### src/verilog/power_cfg_pkg.sv
// Package with register map, field positions, reset values and bus carriers
package power_cfg_pkg;

	localparam int ADDR_W = 12;
	localparam int DATA_W = 32;
	localparam int REG_W  = 8;

	// Register indices; byte address is four times the index
	localparam logic [ADDR_W-1:0] IDX_CLOCK_PHASE = 12'h108;
	localparam logic [ADDR_W-1:0] IDX_OUTPUT_IF   = 12'h109;
	localparam logic [ADDR_W-1:0] IDX_BUCK_AUTO   = 12'h10A;
	localparam logic [ADDR_W-1:0] IDX_LIN_BYPASS  = 12'h10B;
	localparam logic [ADDR_W-1:0] IDX_LIN_AUTO    = 12'h10C;
	localparam logic [ADDR_W-1:0] IDX_MERGE_MODE  = 12'h10D;
	localparam int               BYTE_SHIFT      = 2;

	localparam logic [REG_W-1:0] RST_CLOCK_PHASE = 8'h00;
	localparam logic [REG_W-1:0] RST_OUTPUT_IF   = 8'h40;
	localparam logic [REG_W-1:0] RST_BUCK_AUTO   = 8'h00;
	localparam logic [REG_W-1:0] RST_LIN_BYPASS  = 8'h00;
	localparam logic [REG_W-1:0] RST_LIN_AUTO    = 8'h00;
	localparam logic [REG_W-1:0] RST_MERGE_MODE  = 8'h00;

	// clock_phase_discharge_cfg
	localparam int B_PERI_CLK_INV  = 7;
	localparam int B_IO_CLK_INV    = 6;
	localparam int B_MEM_CLK_INV   = 5;
	localparam int B_PRO_CLK_INV   = 4;
	localparam int B_CORE1_CLK_INV = 3;
	localparam int B_DISCHARGE     = 2;
	// output_interface_cfg
	localparam int B_FB3_POL       = 7;
	localparam int B_FB2_POL       = 6;
	localparam int B_FORCE_RESET   = 5;
	localparam int B_HS_CONT       = 4;
	localparam int B_HS_FMP        = 3;
	localparam int B_SYSEN_KEEP    = 2;
	localparam int B_IRQ_DEFER     = 1;
	localparam int B_SUPPLY_SEL    = 0;
	// linear_bypass_autostart
	localparam int B_L11_BYP       = 7;
	localparam int B_L8_BYP        = 6;
	localparam int B_L7_BYP        = 5;
	localparam int B_L3_BYP        = 3;
	localparam int B_L11_AUTO      = 2;
	localparam int B_L9_AUTO       = 0;
	// linear_autostart_select
	localparam int B_L8_AUTO       = 7;
	localparam int B_L7_AUTO       = 6;
	localparam int B_L3_AUTO       = 2;
	// memory_io_buck_join_mode_cfg
	localparam int B_MEM_IO_JOIN   = 7;
	localparam int B_CORE1_FULL    = 6;
	localparam int B_CORE2_FULL    = 5;
	localparam int B_PRO_FULL      = 4;
	localparam int B_DUAL_PHASE    = 3;
	localparam int B_SENSE_ROUTE   = 2;
	localparam int B_L8_FUNC       = 1;

	// Linear regulator vector order: {11, 9, 8, 7, 3}
	localparam int N_BUCK_RAILS = 8;
	localparam int N_LIN_RAILS  = 5;

	localparam logic [1:0] RESP_OKAY   = 2'h0;
	localparam logic [1:0] RESP_SLVERR = 2'h2;

	typedef struct packed {
		logic [ADDR_W-1:0] awaddr;
		logic              awvalid;
		logic [DATA_W-1:0] wdata;
		logic [3:0]        wstrb;
		logic              wvalid;
		logic              bready;
		logic [ADDR_W-1:0] araddr;
		logic              arvalid;
		logic              rready;
	} axil_req_t;

	typedef struct packed {
		logic              awready;
		logic              wready;
		logic [1:0]        bresp;
		logic              bvalid;
		logic              arready;
		logic [DATA_W-1:0] rdata;
		logic [1:0]        rresp;
		logic              rvalid;
	} axil_rsp_t;

endpackage : power_cfg_pkg

### src/verilog/feedback_pin_driver.sv
// Feedback output pin driver with polarity and open-drain selection
`timescale 1ns/10ps
module feedback_pin_driver (
	input  wire logic aclk,
	input  wire logic aresetn,
	input  wire logic source,
	input  wire logic active_high,
	input  wire logic open_drain,
	input  wire logic enable,
	output logic      pin_o,
	output logic      pin_oe
);

	logic level;

	// Active low inverts the internal signal
	assign level = active_high ? source : ~source;

	always_ff @(posedge aclk) begin
		if (!aresetn) begin
			pin_o  <= 1'b0;
			pin_oe <= 1'b0;
		end else if (!enable) begin
			pin_o  <= 1'b0;
			pin_oe <= 1'b0;
		end else if (open_drain) begin
			// Open drain only pulls low; high comes from the external pull-up
			pin_o  <= 1'b0;
			pin_oe <= ~level;
		end else begin
			pin_o  <= level;
			pin_oe <= 1'b1;
		end
	end

endmodule : feedback_pin_driver

### src/verilog/pmic_power_config_bank.sv
// Customer power configuration register bank with AXI4-Lite access
`timescale 1ns/10ps

module pmic_power_config_bank
	import power_cfg_pkg::*;
(
	input  wire logic                   aclk,
	input  wire logic                   aresetn,
	input  wire axil_req_t              s_req,
	output axil_rsp_t                   s_rsp,
	// Sequencer and converter side
	input  wire logic [N_BUCK_RAILS-1:0] buck_conf_enable,
	input  wire logic [N_LIN_RAILS-1:0]  linear_conf_enable,
	input  wire logic                   reset_request,
	input  wire logic                   irq_event_pending,
	input  wire logic                   power_mode_active,
	input  wire logic                   otp_read_done,
	input  wire logic                   otp_read_second,
	input  wire logic                   otp_system_en,
	input  wire logic                   fb_three_source,
	input  wire logic                   fb_two_source,
	input  wire logic                   fb_two_is_power_good,
	input  wire logic                   core_remote_sense,
	output logic                        peripheral_buck_clock_invert,
	output logic                        io_buck_clock_invert,
	output logic                        memory_buck_clock_invert,
	output logic                        processor_buck_clock_invert,
	output logic                        core_one_buck_clock_invert,
	output logic                        core_two_buck_clock_invert,
	output logic                        buck_rail_discharge_enable,
	output logic                        feedback_out_three_o,
	output logic                        feedback_out_three_oe,
	output logic                        feedback_out_two_o,
	output logic                        feedback_out_two_oe,
	output logic                        reset_out_assert,
	output logic                        hs_serial_continuous_fast,
	output logic                        hs_serial_fast_plus_timing,
	output logic                        input_supply_select,
	output logic                        system_enable,
	output logic                        interrupt_request_out,
	output logic [N_BUCK_RAILS-1:0]     buck_startup_enable,
	output logic [N_LIN_RAILS-1:0]      linear_startup_enable,
	output logic [3:0]                  linear_bypass_enable,
	output logic                        io_buck_regs_active,
	output logic                        core_two_regs_active,
	output logic                        core_one_full_current,
	output logic                        core_two_full_current,
	output logic                        processor_buck_full_current,
	output logic                        sense_on_feedback_pin_two,
	output logic                        sense_on_core_switch_sense_pin,
	output logic                        linear_eight_motor_driver
);

	logic [REG_W-1:0] clock_phase_q;
	logic [REG_W-1:0] output_if_q;
	logic [REG_W-1:0] buck_auto_q;
	logic [REG_W-1:0] lin_bypass_q;
	logic [REG_W-1:0] lin_auto_q;
	logic [REG_W-1:0] merge_mode_q;

	// Write and read channel registers and internal decode signals
	logic              aw_held_q;
	logic [ADDR_W-1:0] aw_addr_q;
	logic              w_held_q;
	logic [REG_W-1:0]  w_data_q;
	logic              w_lane0_q;
	logic              bvalid_q;
	logic [1:0]        bresp_q;
	logic              rvalid_q;
	logic [DATA_W-1:0] rdata_q;
	logic [1:0]        rresp_q;
	logic              wr_fire;
	logic              wr_hit;
	logic [ADDR_W-1:0] wr_idx;
	logic              rd_fire;
	logic [ADDR_W-1:0] rd_idx;
	logic [REG_W-1:0]  rd_value;
	logic              rd_hit;
	logic [N_LIN_RAILS-1:0] lin_auto_bits;
	logic                   sense_fb_d;
	logic                   fb_two_open_drain;
	// Address and data are accepted independently, one write at a time
	assign wr_fire = aw_held_q && w_held_q && !bvalid_q;
	assign wr_idx  = aw_addr_q >> BYTE_SHIFT;
	assign rd_fire = s_req.arvalid && !rvalid_q;
	assign rd_idx  = s_req.araddr >> BYTE_SHIFT;

	always_comb begin
		wr_hit = 1'b0;
		if (aw_addr_q[BYTE_SHIFT-1:0] == 2'h0) begin
			unique case (wr_idx)
				IDX_CLOCK_PHASE, IDX_OUTPUT_IF, IDX_BUCK_AUTO,
				IDX_LIN_BYPASS, IDX_LIN_AUTO, IDX_MERGE_MODE: wr_hit = 1'b1;
				default: wr_hit = 1'b0;
			endcase
		end
	end

	always_comb begin
		rd_value = '0;
		rd_hit   = s_req.araddr[BYTE_SHIFT-1:0] == 2'h0;
		unique case (rd_idx)
			IDX_CLOCK_PHASE: rd_value = clock_phase_q;
			IDX_OUTPUT_IF:   rd_value = output_if_q;
			IDX_BUCK_AUTO:   rd_value = buck_auto_q;
			IDX_LIN_BYPASS:  rd_value = lin_bypass_q;
			IDX_LIN_AUTO:    rd_value = lin_auto_q;
			IDX_MERGE_MODE:  rd_value = merge_mode_q;
			default:         rd_hit   = 1'b0;
		endcase
	end

	always_ff @(posedge aclk) begin
		if (!aresetn) begin
			aw_held_q <= 1'b0;
			aw_addr_q <= '0;
		end else if (s_req.awvalid && !aw_held_q) begin
			aw_held_q <= 1'b1;
			aw_addr_q <= s_req.awaddr;
		end else if (wr_fire) begin
			aw_held_q <= 1'b0;
		end
	end

	always_ff @(posedge aclk) begin
		if (!aresetn) begin
			w_held_q  <= 1'b0;
			w_data_q  <= '0;
			w_lane0_q <= 1'b0;
		end else if (s_req.wvalid && !w_held_q) begin
			w_held_q  <= 1'b1;
			w_data_q  <= s_req.wdata[REG_W-1:0];
			w_lane0_q <= s_req.wstrb[0];
		end else if (wr_fire) begin
			w_held_q <= 1'b0;
		end
	end

	always_ff @(posedge aclk) begin
		if (!aresetn) begin
			bvalid_q <= 1'b0;
			bresp_q  <= RESP_OKAY;
		end else if (wr_fire) begin
			bvalid_q <= 1'b1;
			bresp_q  <= wr_hit ? RESP_OKAY : RESP_SLVERR;
		end else if (s_req.bready) begin
			bvalid_q <= 1'b0;
		end
	end

	always_ff @(posedge aclk) begin
		if (!aresetn) begin
			rvalid_q <= 1'b0;
			rdata_q  <= '0;
			rresp_q  <= RESP_OKAY;
		end else if (rd_fire) begin
			rvalid_q <= 1'b1;
			// Narrow registers sit in the low byte, upper bits read zero
			rdata_q  <= {{(DATA_W-REG_W){1'b0}}, rd_value};
			rresp_q  <= rd_hit ? RESP_OKAY : RESP_SLVERR;
		end else if (s_req.rready) begin
			rvalid_q <= 1'b0;
		end
	end

	assign s_rsp.awready = !aw_held_q;
	assign s_rsp.wready  = !w_held_q;
	assign s_rsp.bvalid  = bvalid_q;
	assign s_rsp.bresp   = bresp_q;
	assign s_rsp.arready = !rvalid_q;
	assign s_rsp.rvalid  = rvalid_q;
	assign s_rsp.rdata   = rdata_q;
	assign s_rsp.rresp   = rresp_q;
	// Full byte stored and read back
	always_ff @(posedge aclk) begin
		if (!aresetn) begin
			clock_phase_q <= RST_CLOCK_PHASE;
			output_if_q   <= RST_OUTPUT_IF;
			buck_auto_q   <= RST_BUCK_AUTO;
			lin_bypass_q  <= RST_LIN_BYPASS;
			lin_auto_q    <= RST_LIN_AUTO;
			merge_mode_q  <= RST_MERGE_MODE;
		end else if (wr_fire && wr_hit && w_lane0_q) begin
			unique case (wr_idx)
				IDX_CLOCK_PHASE: clock_phase_q <= w_data_q;
				IDX_OUTPUT_IF:   output_if_q   <= w_data_q;
				IDX_BUCK_AUTO:   buck_auto_q   <= w_data_q;
				IDX_LIN_BYPASS:  lin_bypass_q  <= w_data_q;
				IDX_LIN_AUTO:    lin_auto_q    <= w_data_q;
				IDX_MERGE_MODE:  merge_mode_q  <= w_data_q;
				default:         ;
			endcase
		end
	end
	always_ff @(posedge aclk) begin
		if (!aresetn) begin
			peripheral_buck_clock_invert <= 1'b0;
			io_buck_clock_invert         <= 1'b0;
			memory_buck_clock_invert     <= 1'b0;
			processor_buck_clock_invert  <= 1'b0;
			core_one_buck_clock_invert   <= 1'b0;
			core_two_buck_clock_invert   <= 1'b1;
			buck_rail_discharge_enable   <= 1'b0;
		end else begin
			peripheral_buck_clock_invert <= clock_phase_q[B_PERI_CLK_INV];
			io_buck_clock_invert         <= clock_phase_q[B_IO_CLK_INV];
			memory_buck_clock_invert     <= clock_phase_q[B_MEM_CLK_INV];
			processor_buck_clock_invert  <= clock_phase_q[B_PRO_CLK_INV];
			core_one_buck_clock_invert   <= clock_phase_q[B_CORE1_CLK_INV];
			core_two_buck_clock_invert   <= ~clock_phase_q[B_CORE1_CLK_INV];
			buck_rail_discharge_enable   <= clock_phase_q[B_DISCHARGE];
		end
	end
	always_ff @(posedge aclk) begin
		if (!aresetn) begin
			reset_out_assert           <= 1'b1;
			hs_serial_continuous_fast  <= 1'b0;
			hs_serial_fast_plus_timing <= 1'b0;
			input_supply_select        <= 1'b0;
		end else begin
			reset_out_assert           <= reset_request | output_if_q[B_FORCE_RESET];
			hs_serial_continuous_fast  <= output_if_q[B_HS_CONT];
			hs_serial_fast_plus_timing <= output_if_q[B_HS_FMP];
			input_supply_select        <= output_if_q[B_SUPPLY_SEL];
		end
	end

	// The first OTP read always loads; the second one only when not kept
	always_ff @(posedge aclk) begin
		if (!aresetn) begin
			system_enable <= 1'b0;
		end else if (otp_read_done && !(otp_read_second && output_if_q[B_SYSEN_KEEP])) begin
			system_enable <= otp_system_en;
		end
	end

	// Deferral only masks the output; the pending event itself is held upstream
	always_ff @(posedge aclk) begin
		if (!aresetn) begin
			interrupt_request_out <= 1'b0;
		end else begin
			interrupt_request_out <= irq_event_pending &&
				(!output_if_q[B_IRQ_DEFER] || power_mode_active);
		end
	end
	assign sense_fb_d = merge_mode_q[B_DUAL_PHASE] && core_remote_sense &&
		!merge_mode_q[B_SENSE_ROUTE];
	// Open drain only for power-good high
	assign fb_two_open_drain = fb_two_is_power_good && output_if_q[B_FB2_POL];

	feedback_pin_driver u_fb_three (
		.aclk        (aclk),
		.aresetn     (aresetn),
		.source      (fb_three_source),
		.active_high (output_if_q[B_FB3_POL]),
		.open_drain  (1'b0),
		.enable      (1'b1),
		.pin_o       (feedback_out_three_o),
		.pin_oe      (feedback_out_three_oe)
	);

	feedback_pin_driver u_fb_two (
		.aclk        (aclk),
		.aresetn     (aresetn),
		.source      (fb_two_source),
		.active_high (output_if_q[B_FB2_POL]),
		.open_drain  (fb_two_open_drain),
		.enable      (!sense_fb_d),
		.pin_o       (feedback_out_two_o),
		.pin_oe      (feedback_out_two_oe)
	);
	assign lin_auto_bits = {lin_bypass_q[B_L11_AUTO], lin_bypass_q[B_L9_AUTO],
		lin_auto_q[B_L8_AUTO], lin_auto_q[B_L7_AUTO], lin_auto_q[B_L3_AUTO]};

	generate
		for (genvar i = 0; i < N_BUCK_RAILS; i++) begin : g_buck_auto
			always_ff @(posedge aclk) begin
				if (!aresetn) begin
					buck_startup_enable[i] <= 1'b0;
				end else begin
					buck_startup_enable[i] <= buck_auto_q[i] | buck_conf_enable[i];
				end
			end
		end
		for (genvar j = 0; j < N_LIN_RAILS; j++) begin : g_lin_auto
			always_ff @(posedge aclk) begin
				if (!aresetn) begin
					linear_startup_enable[j] <= 1'b0;
				end else begin
					linear_startup_enable[j] <= lin_auto_bits[j] | linear_conf_enable[j];
				end
			end
		end
	endgenerate

	// Bypass vector order: {11, 8, 7, 3}
	always_ff @(posedge aclk) begin
		if (!aresetn) begin
			linear_bypass_enable <= '0;
		end else begin
			linear_bypass_enable <= {lin_bypass_q[B_L11_BYP], lin_bypass_q[B_L8_BYP],
				lin_bypass_q[B_L7_BYP], lin_bypass_q[B_L3_BYP]};
		end
	end
	always_ff @(posedge aclk) begin
		if (!aresetn) begin
			io_buck_regs_active            <= 1'b1;
			core_two_regs_active           <= 1'b1;
			core_one_full_current          <= 1'b0;
			core_two_full_current          <= 1'b0;
			processor_buck_full_current    <= 1'b0;
			sense_on_feedback_pin_two      <= 1'b0;
			sense_on_core_switch_sense_pin <= 1'b0;
			linear_eight_motor_driver      <= 1'b0;
		end else begin
			// Joined coil ignores IO buck registers
			io_buck_regs_active            <= ~merge_mode_q[B_MEM_IO_JOIN];
			// Dual phase ignores core two registers
			core_two_regs_active           <= ~merge_mode_q[B_DUAL_PHASE];
			core_one_full_current          <= merge_mode_q[B_CORE1_FULL];
			core_two_full_current          <= merge_mode_q[B_CORE2_FULL];
			processor_buck_full_current    <= merge_mode_q[B_PRO_FULL];
			sense_on_feedback_pin_two      <= sense_fb_d;
			sense_on_core_switch_sense_pin <= merge_mode_q[B_DUAL_PHASE] &&
				core_remote_sense && merge_mode_q[B_SENSE_ROUTE];
			linear_eight_motor_driver      <= merge_mode_q[B_L8_FUNC];
		end
	end

endmodule : pmic_power_config_bank

### config.mk
export PLATFORM = sky130hd
export DESIGN_NAME = pmic_power_config_bank
export DESIGN_NICKNAME = d
export VERILOG_FILES = /design/src/verilog/power_cfg_pkg.sv /design/src/verilog/feedback_pin_driver.sv /design/src/verilog/pmic_power_config_bank.sv
export SDC_FILE = /design/constraint.sdc
export NUM_CORES = 1
export LEC_CHECK = 0
export ABC_AREA = 1
export BUFFER_PORTS_ARGS = -buffer_cell sky130_fd_sc_hd__clkbuf_2
export CORE_ASPECT_RATIO = 1.5
export CORE_MARGIN = 1
export CORE_UTILIZATION = 40
export DETAILED_ROUTE_END_ITERATION = 8
export PLACE_DENSITY_LB_ADDON = 0.1
export SYNTH_ARGS = -nofsm -noshare
export SYNTH_HDL_FRONTEND = slang
export SYNTH_HIERARCHICAL = 1
export SYNTH_SLANG_ARGS = --single-unit
### constraint.sdc
create_clock -name aclk -period 2.05 [get_ports aclk]
set_input_delay 0 -clock aclk [delete_from_list [all_inputs] [get_ports aclk]]
set_output_delay 0 -clock aclk [all_outputs]
set_load 0.1 [all_outputs]
==> results of run 1 <==
## repair_timing
| action | in CTS | in global routing |
|---|---|---|
| setup buffers | 0 | 0 |
| hold endpoints to repair | 48 | 0 |
| hold buffers | 52 | 0 |
## through the flow
step	power, W	hold slack, ns
floorplan	0.00338	0.0860
finish	0.00642	0.0439
detailed placement	0.00352	0.184
global route	0.00666	0.0593
global placement	0.00351	0.175
CTS	0.00647	0.0206
## per-layer routing
layer  share of wire, %  GRT usage, %
met5                  0             0
met2                 52          37.6
met3                4.1          4.56
met1                 42          23.5
met4                2.2          8.33
## worst max-delay path: stages, from the launching register on
cell and delay (ns):
dfxtp_1 0.40, nand2_1 0.10, nand3_1 0.07, dlygate4sd3_1 0.54, a21oi_1 0.06, dlygate4sd3_1 0.58
## flip-flops by register name, summed over array words and instances, names as in the netlist, 4 cells and up
name and cells:
output_if_q 8, buck_startup_enable 8, merge_mode_q 8, lin_bypass_q 8, linear_startup_enable 5, lin_auto_q 8, clock_phase_q 8, linear_bypass_enable 4
w_data_q 8, aw_addr_q 12, rdata_q 8, buck_auto_q 8
## power groups by stage
stage               Combinational (W)  Clock [W]  Sequential, W
floorplan                    0.000533          0        0.00285
global placement             0.000896          0        0.00261
detailed placement           0.000903          0        0.00262
CTS                          0.000981    0.00292        0.00256
global route                  0.00104    0.00304        0.00257
finish                       0.000981    0.00287        0.00256
## layout by cell type, fill, tap and decap left out, types with 7 or more instances in the layout
cell and instances:
nor3_1 8, dlygate4sd3_1 52, a21oi_1 23, conb_1 28
nor2_2 8, nand3b_1 8, clkbuf_2 119, nand4_1 17
nand2_1 135, dfxtp_1 125, clkbuf_16 17, buf_4 7
inv_2 7, nor2_1 151, inv_1 131, nand3_1 36
o21ai_0 60
## worst min path at each step
stage | depth (start not counted) | slack [ns] | end
finish | 4 | 0.04 | linear_bypass_enable[3]$_SDFF_PN0_
global route | 4 | 0.06 | linear_bypass_enable[0]$_SDFF_PN0_
CTS | 4 | 0.02 | linear_bypass_enable[3]$_SDFF_PN0_
detailed placement | 3 | 0.18 | reset_out_assert$_SDFF_PN1_
global placement | 3 | 0.18 | reset_out_assert$_SDFF_PN1_
floorplan | 2 | 0.09 | reset_out_assert$_SDFF_PN1_
## cell families (layout without fill, tap and decap cells)
group	after synthesis	after routing	synth area share, %
AND/OR/NAND/NOR	375	375	30.7
buffers and inverters	191	347	15.3
flip-flops	125	125	45.5
AO/OA/AOI/OAI	89	89	8.41
other	2	28	0.136
## cell type report
| class | instances | area share [%] |
|---|---|---|
| timing repair buffer | 178 | 16.2 |
| inverter | 138 | 7.18 |
| tap | 162 | 2.81 |
| clock buffer | 19 | 6.14 |
| sequential | 125 | 34.7 |
| clock inverter | 12 | 1.70 |
| multi-input combinational | 492 | 31.3 |
==> impl_metrics.py, run 1 <==
metrics = {
    "die": {
        "dieArea_um2": 14200,
        "row_count": 52,
        "die_w_um": 97.8,
        "fp.dieH_um": 146,
        "fp.coreArea_um2": 13500,
        "initial_utilization_pct": 40.9,
        "pin_count": 173,
    },
    "global_route": {
        "grt.overflow.total": 0,
        "grt_max_degree": 56,
        "grt_pass1_vias": 4830,
        "track_usage_pct": 20.8,
        "grt_pass1_wl_um": 23300,
        "grt_antenna_before_repair": 0,
    },
    "power_and_ir_drop": {
        "powerDensity_nw_per_um2": 890,
        "p_sw_w": 0.00190,
        "power.internal_w": 0.00452,
        "swShare_pct": 29.6,
        "combPwrFrac_pct": 15.3,
        "cellLeakagePower_nw": 3.64,
        "pwr-share-clk_pct": 44.8,
        "ir_worst_vdd_mv": 0.519,
        "sequentialPowerShare_pct": 39.9,
    },
    "yosys": {
        "syn-cell-area_um2": 5510,
        "seq_area_frac_synth_pct": 45.5,
        "synth_area_leaders": "dfxtp_1 (45%), nor2_1 (10%), nand2_1 (9.2%)",
        "synth.avg_cell_area_um2": 7.04,
        "yosys.area.top_type": "dfxtp_1",
        "synth_top_area_share_pct": 45.5,
        "ys_top_cells_by_count": "nor2_1 (151), nand2_1 (135), inv_1 (131)",
        "synth_seq_cells": 125,
        "synth_cells": 782,
        "synth-edff-count": 0,
        "ys_warn_count": 6,
        "synth_async_sr_flop_share_pct": 0,
        "synth_cell_types": 29,
        "yosysMostFrequentCell": "nor2_1",
        "synth_ff_type": "dfxtp_1",
    },
    "detailed_routing": {
        "remaining_drc_errors": 20,
        "finalWirelength_um": 14100,
        "vias_per_cell": 4.56,
        "drt_iter0_drc": 222,
        "ant_nets": 0,
        "via_count": 5139,
        "firstDrtPassIters": 6,
        "wl_per_cell_um": 12.5,
    },
    "sta": {
        "rsz0062_at_grt": "no",
        "min_period_ns": 1.87,
        "max_slew_margin_pct": 58.1,
        "setup_viol": 0,
        "setup_tns_ns": 0,
        "worst_pin_slew_ns": 0.626,
        "finalCritPeriodShare_pct": 91.2,
        "maxClockFrequency_ghz": 0.535,
        "post-route-worst-setup-slack_ns": 0.180,
        "finClkSkew_ns": 0.00459,
        "slew_viol_final": 0,
        "finalHoldViolations": 0,
    },
    "layout": {
        "area_growth_pct": 31.0,
        "drive_above_1_share_pct": 19.1,
        "fin_area_um2": 7210,
        "regArea_um2": 2500,
        "finalNetCount": 1042,
        "final_cells": 1126,
        "postLayoutCoreUtil_pct": 53.6,
        "fillers": 1350,
        "multiInputGateArea_um2": 2260,
        "antenna-diode-count": 0,
    },
    "setup_path": {
        "endpoint": "system_enable$_SDFFE_PN0P_",
        "r2r_setup_slack_ns": 0.18,
        "r2r-start": "output_if_q[2]$_SDFFE_PN0P_",
        "endpoint_kind": "flip-flop",
        "worstPathMaxFanout": 3,
        "startpoint": "output_if_q[2]$_SDFFE_PN0P_",
        "r2r_cells": 5,
        "required_ns": 2.35,
        "rr_endpoint": "system_enable$_SDFFE_PN0P_",
        "arrival_ns": 2.17,
        "cp-start-kind": "flip-flop",
        "critical_path_class": "flip-flop to flip-flop",
    },
    "clock_tree": {
        "h-tree-depth": 4,
        "cts.clk_slew.worst_paths_ns": 0.06,
        "cts_resized": 0,
        "cts_tree": "yes",
        "cts.sink_count": 125,
        "cts_buffers": 17,
        "clockBufferDepth": 2,
        "clock_latency_ns": 0.42,
        "cts-root-buf": "clkbuf_16",
    },
    "placed_design": {
        "dp_slack_ns": 0.382,
        "place_inst": 1043,
        "dp_hpwl_um": 10100,
        "dpl_cell_area_um2": 6130,
        "gp_congestion": 0.858,
        "io_buffers": 119,
    },
    "hold_path": {
        "hold_path_class": "input pin to flip-flop",
        "hold_start": "aresetn",
    },
    "flow_run": {
        "cap_violations": 0,
    },
    "outcome": {
        "violations": "design-rule violations",
        "status": "complete, but fails checks",
    },
}
Note: power is estimated with default switching activity, not from simulation.
==> inputs of run 2 (changes only) <==
GPL_TIMING_DRIVEN = 0   (was unset)
==> impl_metrics.py, run 2 (synthesis gave the netlist of run 1 again) <==
metrics = {
    "hold_path": {
        "hold_path_class": "input pin to flip-flop",
        "whs_path_depth": 4,
    },
    "sta": {
        "setup_viol": 0,
        "rsz0062_at_grt": "no",
        "setup_tns_ns": 0,
        "max_slew_margin_pct": 57.7,
        "finalCritPeriodShare_pct": 92.0,
        "worst_pin_slew_ns": 0.632,
        "maxClockFrequency_ghz": 0.530,
        "finalHoldViolations": 0,
        "min_period_ns": 1.89,
        "slew_viol_final": 0,
        "finClkSkew_ns": 0.00991,
    },
    "setup_path": {
        "endpoint": "system_enable$_SDFFE_PN0P_",
        "endpoint_kind": "flip-flop",
        "r2r-start": "output_if_q[2]$_SDFFE_PN0P_",
        "startpoint": "output_if_q[2]$_SDFFE_PN0P_",
        "required_ns": 2.35,
        "r2r_setup_slack_ns": 0.16,
        "critical_path_class": "flip-flop to flip-flop",
        "cp-start-kind": "flip-flop",
        "rr_endpoint": "system_enable$_SDFFE_PN0P_",
        "r2r_cells": 5,
        "worstPathMaxFanout": 3,
        "arrival_ns": 2.18,
    },
    "detailed_routing": {
        "wl_per_cell_um": 12.9,
        "finalWirelength_um": 15200,
        "ant_nets": 0,
        "via_count": 5282,
        "drt_iter0_drc": 246,
        "firstDrtPassIters": 7,
        "vias_per_cell": 4.51,
        "remaining_drc_errors": 20,
    },
    "clock_tree": {
        "cts_buffers": 17,
        "clock_latency_ns": 0.41,
        "post_cts_buffers": 0,
        "cts.sink_count": 125,
        "clockBufferDepth": 2,
        "cts_tree": "yes",
        "cts-root-buf": "clkbuf_16",
        "h-tree-depth": 4,
        "cts_resized": 0,
        "cts.clk_slew.worst_paths_ns": 0.05,
    },
    "global_route": {
        "grt_pass1_vias": 4930,
        "track_usage_pct": 22.2,
        "grt_antenna_before_repair": 0,
        "grt.overflow.total": 0,
        "grt_pass1_wl_um": 24400,
        "grt_max_degree": 17,
    },
    "die": {
        "die_w_um": 97.8,
        "fp.coreArea_um2": 13500,
        "fp.dieH_um": 146,
        "initial_utilization_pct": 40.9,
        "row_count": 52,
        "pin_count": 173,
        "dieArea_um2": 14200,
    },
    "layout": {
        "layout_common_cells": "nor2_1 (151), nand2_1 (135), inv_1 (131)",
        "top_register": "aw_addr_q",
        "area_growth_pct": 36.6,
        "largest_reg_flops": 12,
        "drive_above_1_share_pct": 21.2,
        "layout_commonest_cell": "nor2_1",
        "fin_area_um2": 7520,
        "antenna-diode-count": 0,
        "finalNetCount": 1087,
    },
    "placed_design": {
        "dpl_cell_area_um2": 6400,
        "io_buffers": 119,
        "dp_hpwl_um": 11100,
        "gp_congestion": 0.860,
    },
    "power_and_ir_drop": {
        "cellLeakagePower_nw": 3.83,
        "powerDensity_nw_per_um2": 888,
        "ir_worst_vdd_mv": 0.564,
    },
    "outcome": {
        "violations": "design-rule violations",
        "status": "complete, but fails checks",
    },
    "flow_run": {
        "cap_violations": 0,
    },
}
[run 2: cell types whose count changed in the layout (fill, tap and decap cells not counted), sizes merged]
cell and change:
buf +30, bufinv +1, clkbuf +18, clkinv -1, clkinvlp -1, dlygate4sd3 -1
[run 2: area by class of cell]
cell class / count / area, µm²
clock buffer: 21 / 470
sequential: 125 / 2500
clock inverter: 11 / 140
fill: 1362 / 5950
multi-input combinational: 492 / 2260
timing repair buffer: 170 / 1110
buffer: 53 / 325
tap: 162 / 203
inverter: 138 / 518
[run 2: worst min-delay path by stage]
stage,to,startpoint,slack [ns]
global route,u_fb_two/pin_oe$_SDFF_PN0_,aresetn,0.09
finish,rresp_q[1]$_SDFFE_PN0P_,s_req[7],0.05
floorplan,reset_out_assert$_SDFF_PN1_,reset_request,0.09
global placement,reset_out_assert$_SDFF_PN1_,reset_request,0.17
detailed placement,reset_out_assert$_SDFF_PN1_,reset_request,0.18
CTS,rresp_q[1]$_SDFFE_PN0P_,s_req[7],0.06
[run 2: what timing repair did]
action / in CTS / in global routing
hold buffers: 51 / 0
endpoints found under the hold margin: 48 / 0
endpoints found under the setup margin: 0 / 0
[run 2: per-layer routing]
layer	routed length, µm	GRT usage (%)
met4	649	12.6
met2	7700	40.1
met1	6230	24.2
met3	584	3.75
met5	0	0
[run 2: worst max-delay path, stage by stage, from the launching register on]
cell and delay (ns):
dfxtp_1 0.41, nand2_1 0.10, nand3_1 0.08, dlygate4sd3_1 0.56, a21oi_1 0.06, dlygate4sd3_1 0.57
[run 2: report_power, final]
group | internal [W] | total [W] | switching [W]
sequential | 0.00251 | 0.00257 | 0.0000602
clock | 0.00200 | 0.00308 | 0.00108
combinational | 0.000254 | 0.00103 | 0.000778
[run 2: metrics by stage]
step / util [%] / instances / worst slack (ns) / hold slack (ns) / total power, W
floorplan: - / 808 / 0.249 / 0.0860 / 0.00338
global placement: 47.5 / 1089 / 0.310 / 0.173 / 0.00357
detailed placement: 47.5 / 1089 / 0.303 / 0.183 / 0.00357
CTS: 55.9 / 1172 / 0.167 / 0.0562 / 0.00672
global route: 55.9 / 1172 / 0.0711 / 0.0932 / 0.00693
finish: 55.9 / 1172 / 0.165 / 0.0524 / 0.00668
==> inputs of run 3 (changes only) <==
--- a/config.mk
+++ b/config.mk
@@ -15,2 +15,3 @@
 export PLACE_DENSITY_LB_ADDON = 0.1
+export REMOVE_ABC_BUFFERS = 1
 export SYNTH_ARGS = -nofsm -noshare
==> constraint.sdc (replaced) <==
create_clock -name aclk -period 2.05 [get_ports aclk]
set_input_delay 0.1025 -clock aclk [delete_from_list [all_inputs] [get_ports aclk]]
set_output_delay 0.1025 -clock aclk [all_outputs]
set_load 0.1 [all_outputs]
==> impl_metrics.py, run 3 (synthesis gave the netlist of run 1 again) <==
metrics = {
    "power_and_ir_drop": {
        "combPwrFrac_pct": 14.7,
        "powerDensity_nw_per_um2": 906,
        "pwr-share-clk_pct": 45.5,
        "power.internal_w": 0.00465,
        "ir_worst_vdd_mv": 0.552,
        "p_sw_w": 0.00181,
        "cellLeakagePower_nw": 3.60,
        "sequentialPowerShare_pct": 39.7,
        "swShare_pct": 28.1,
    },
    "detailed_routing": {
        "finalWirelength_um": 13400,
        "wl_per_cell_um": 12.0,
        "top_layer": "met4",
        "routed-wl-met2_um": 7130,
        "met3WireLength_um": 443,
        "firstDrtPassIters": 7,
        "via_count": 4977,
        "remaining_drc_errors": 10,
        "vias_per_cell": 4.47,
        "drt_iter0_drc": 217,
        "wl_met1_um": 5640,
        "ant_nets": 0,
    },
    "setup_path": {
        "r2r_setup_slack_ns": 0.22,
        "worstPathMaxFanout": 3,
        "r2r_cells": 5,
        "r2r-start": "output_if_q[2]$_SDFFE_PN0P_",
        "critical_path_class": "flip-flop to flip-flop",
        "rr_endpoint": "system_enable$_SDFFE_PN0P_",
        "endpoint_kind": "flip-flop",
        "cp-start-kind": "flip-flop",
        "required_ns": 2.34,
        "arrival_ns": 2.12,
    },
    "placed_design": {
        "dp_hpwl_um": 9250,
        "io_buffers": 119,
        "gp_congestion": 0.805,
    },
    "global_route": {
        "track_usage_pct": 19.3,
        "grt_max_degree": 97,
        "grt.overflow.total": 0,
        "grt_antenna_before_repair": 0,
        "grt_pass1_vias": 4800,
        "grt_pass1_wl_um": 21900,
    },
    "hold_path": {
        "hold_start": "s_req[27]",
        "whs_path_depth": 3,
        "holdPathEnd": "w_data_q[7]$_SDFFE_PN0P_",
        "hold_path_class": "input pin to flip-flop",
    },
    "clock_tree": {
        "cts.sink_count": 125,
        "clockBufferDepth": 2,
        "cts_tree": "yes",
        "cts.clk_slew.worst_paths_ns": 0.05,
        "cts_buffers": 17,
        "post_cts_buffers": 0,
        "clock_latency_ns": 0.40,
        "h-tree-depth": 4,
        "cts-root-buf": "clkbuf_16",
    },
    "sta": {
        "setup_viol": 0,
        "worst_pin_slew_ns": 0.951,
        "min_period_ns": 1.83,
        "finalHoldViolations": 0,
        "finalCritPeriodShare_pct": 89.3,
        "rsz0062_at_grt": "no",
        "maxClockFrequency_ghz": 0.546,
        "slew_viol_final": 0,
        "max_slew_margin_pct": 36.5,
        "setup_tns_ns": 0,
        "finClkSkew_ns": 0.00845,
    },
    "die": {
        "pin_count": 173,
        "dieArea_um2": 14200,
        "row_count": 52,
        "die_w_um": 97.8,
        "fp.dieH_um": 146,
        "fp.coreArea_um2": 13500,
        "initial_utilization_pct": 40.9,
    },
    "layout": {
        "largest_reg_flops": 12,
        "area_growth_pct": 29.6,
        "fillers": 1350,
        "postLayoutCoreUtil_pct": 53.0,
        "antenna-diode-count": 0,
        "top_register": "aw_addr_q",
        "drive_above_1_share_pct": 18.4,
        "layout_commonest_cell": "nor2_1",
        "finalNetCount": 1029,
        "layout_common_cells": "nor2_1 (151), nand2_1 (135), inv_1 (131)",
    },
    "outcome": {
        "violations": "design-rule violations",
        "status": "complete, but fails checks",
    },
    "flow_run": {
        "cap_violations": 0,
    },
}
==> run 3: cell count changes in the layout (fill, tap and decap cells not counted), sizes merged <==
cell	change
buf	-36
clkbuf	-13
clkinv	+1
clkinvlp	-4
dlygate4sd3	-6
==> run 3: stage by stage <==
step	hold slack, ns	instance area, µm²	worst slack, ns	total power (W)	cells
4_1_cts	0.00972	7130	0.0700	0.00653	1114
3_5_place_dp	0.284	6110	-0.0276	0.00351	1037
3_3_place_gp	0.277	6080	-0.848	0.00349	1036
2_1_floorplan	0.171	5280	-0.359	0.00331	755
6_report	0.00846	7130	0.220	0.00646	1114
5_1_grt	0.0517	7130	0.0971	0.00668	1114
==> run 3: power by group through the flow <==
stage | combinational (W) | sequential, W | clock [W]
after floorplan | 0.000442 | 0.00287 | 0
after global placement | 0.000876 | 0.00262 | 0
after detailed placement | 0.000887 | 0.00262 | 0
after CTS | 0.000955 | 0.00257 | 0.00301
after global routing | 0.00101 | 0.00258 | 0.00309
final | 0.000952 | 0.00257 | 0.00294
==> run 3: how the worst max path moves through the flow <==
stage	start	slack (ns)	endpoint	cells after the start
floorplan	rvalid_q$_SDFFE_PN0P_	-0.36	rdata_q[0]$_SDFFE_PN0P_	7
CTS	w_lane0_q$_SDFFE_PN0P_	0.07	merge_mode_q[1]$_SDFFE_PN0P_	4
global placement	aresetn	-0.85	rdata_q[2]$_SDFFE_PN0P_	5
finish	output_if_q[2]$_SDFFE_PN0P_	0.22	system_enable$_SDFFE_PN0P_	5
global route	bvalid_q$_SDFFE_PN0P_	0.1	merge_mode_q[3]$_SDFFE_PN0P_	9
detailed placement	s_req[13]	-0.03	rdata_q[7]$_SDFFE_PN0P_	10
==> run 3: layout make-up <==
type,instances,area [µm²],area share [%]
clock buffer,24,462,6.47
clock inverter,8,115,1.61
inverter,138,518,7.26
multi-input combinational,492,2260,31.6
sequential,125,2500,35.1
tap,162,203,2.84
timing repair buffer,165,1080,15.1
==> run 3: what timing repair did <==
action                     CTS  global route
resized for setup            0             1
setup endpoints to repair    0            13
hold buffers                45             0
hold endpoints to repair    43             0
==> run 3: critical path, stage by stage (launching register included) <==
cell	delay (ns)
dfxtp_1	0.36
nand2_1	0.08
nand3_1	0.07
dlygate4sd3_1	0.55
a21oi_1	0.06
dlygate4sd3_1	0.59
==> run 3: metal layers <==
metal | up-vias | GRT usage, %
met5 | - | 0
met2 | 119 | 36.7
met4 | 0 | 6.44
met1 | 2199 | 21.0
met3 | 10 | 3.84
li1 | 2649 | -
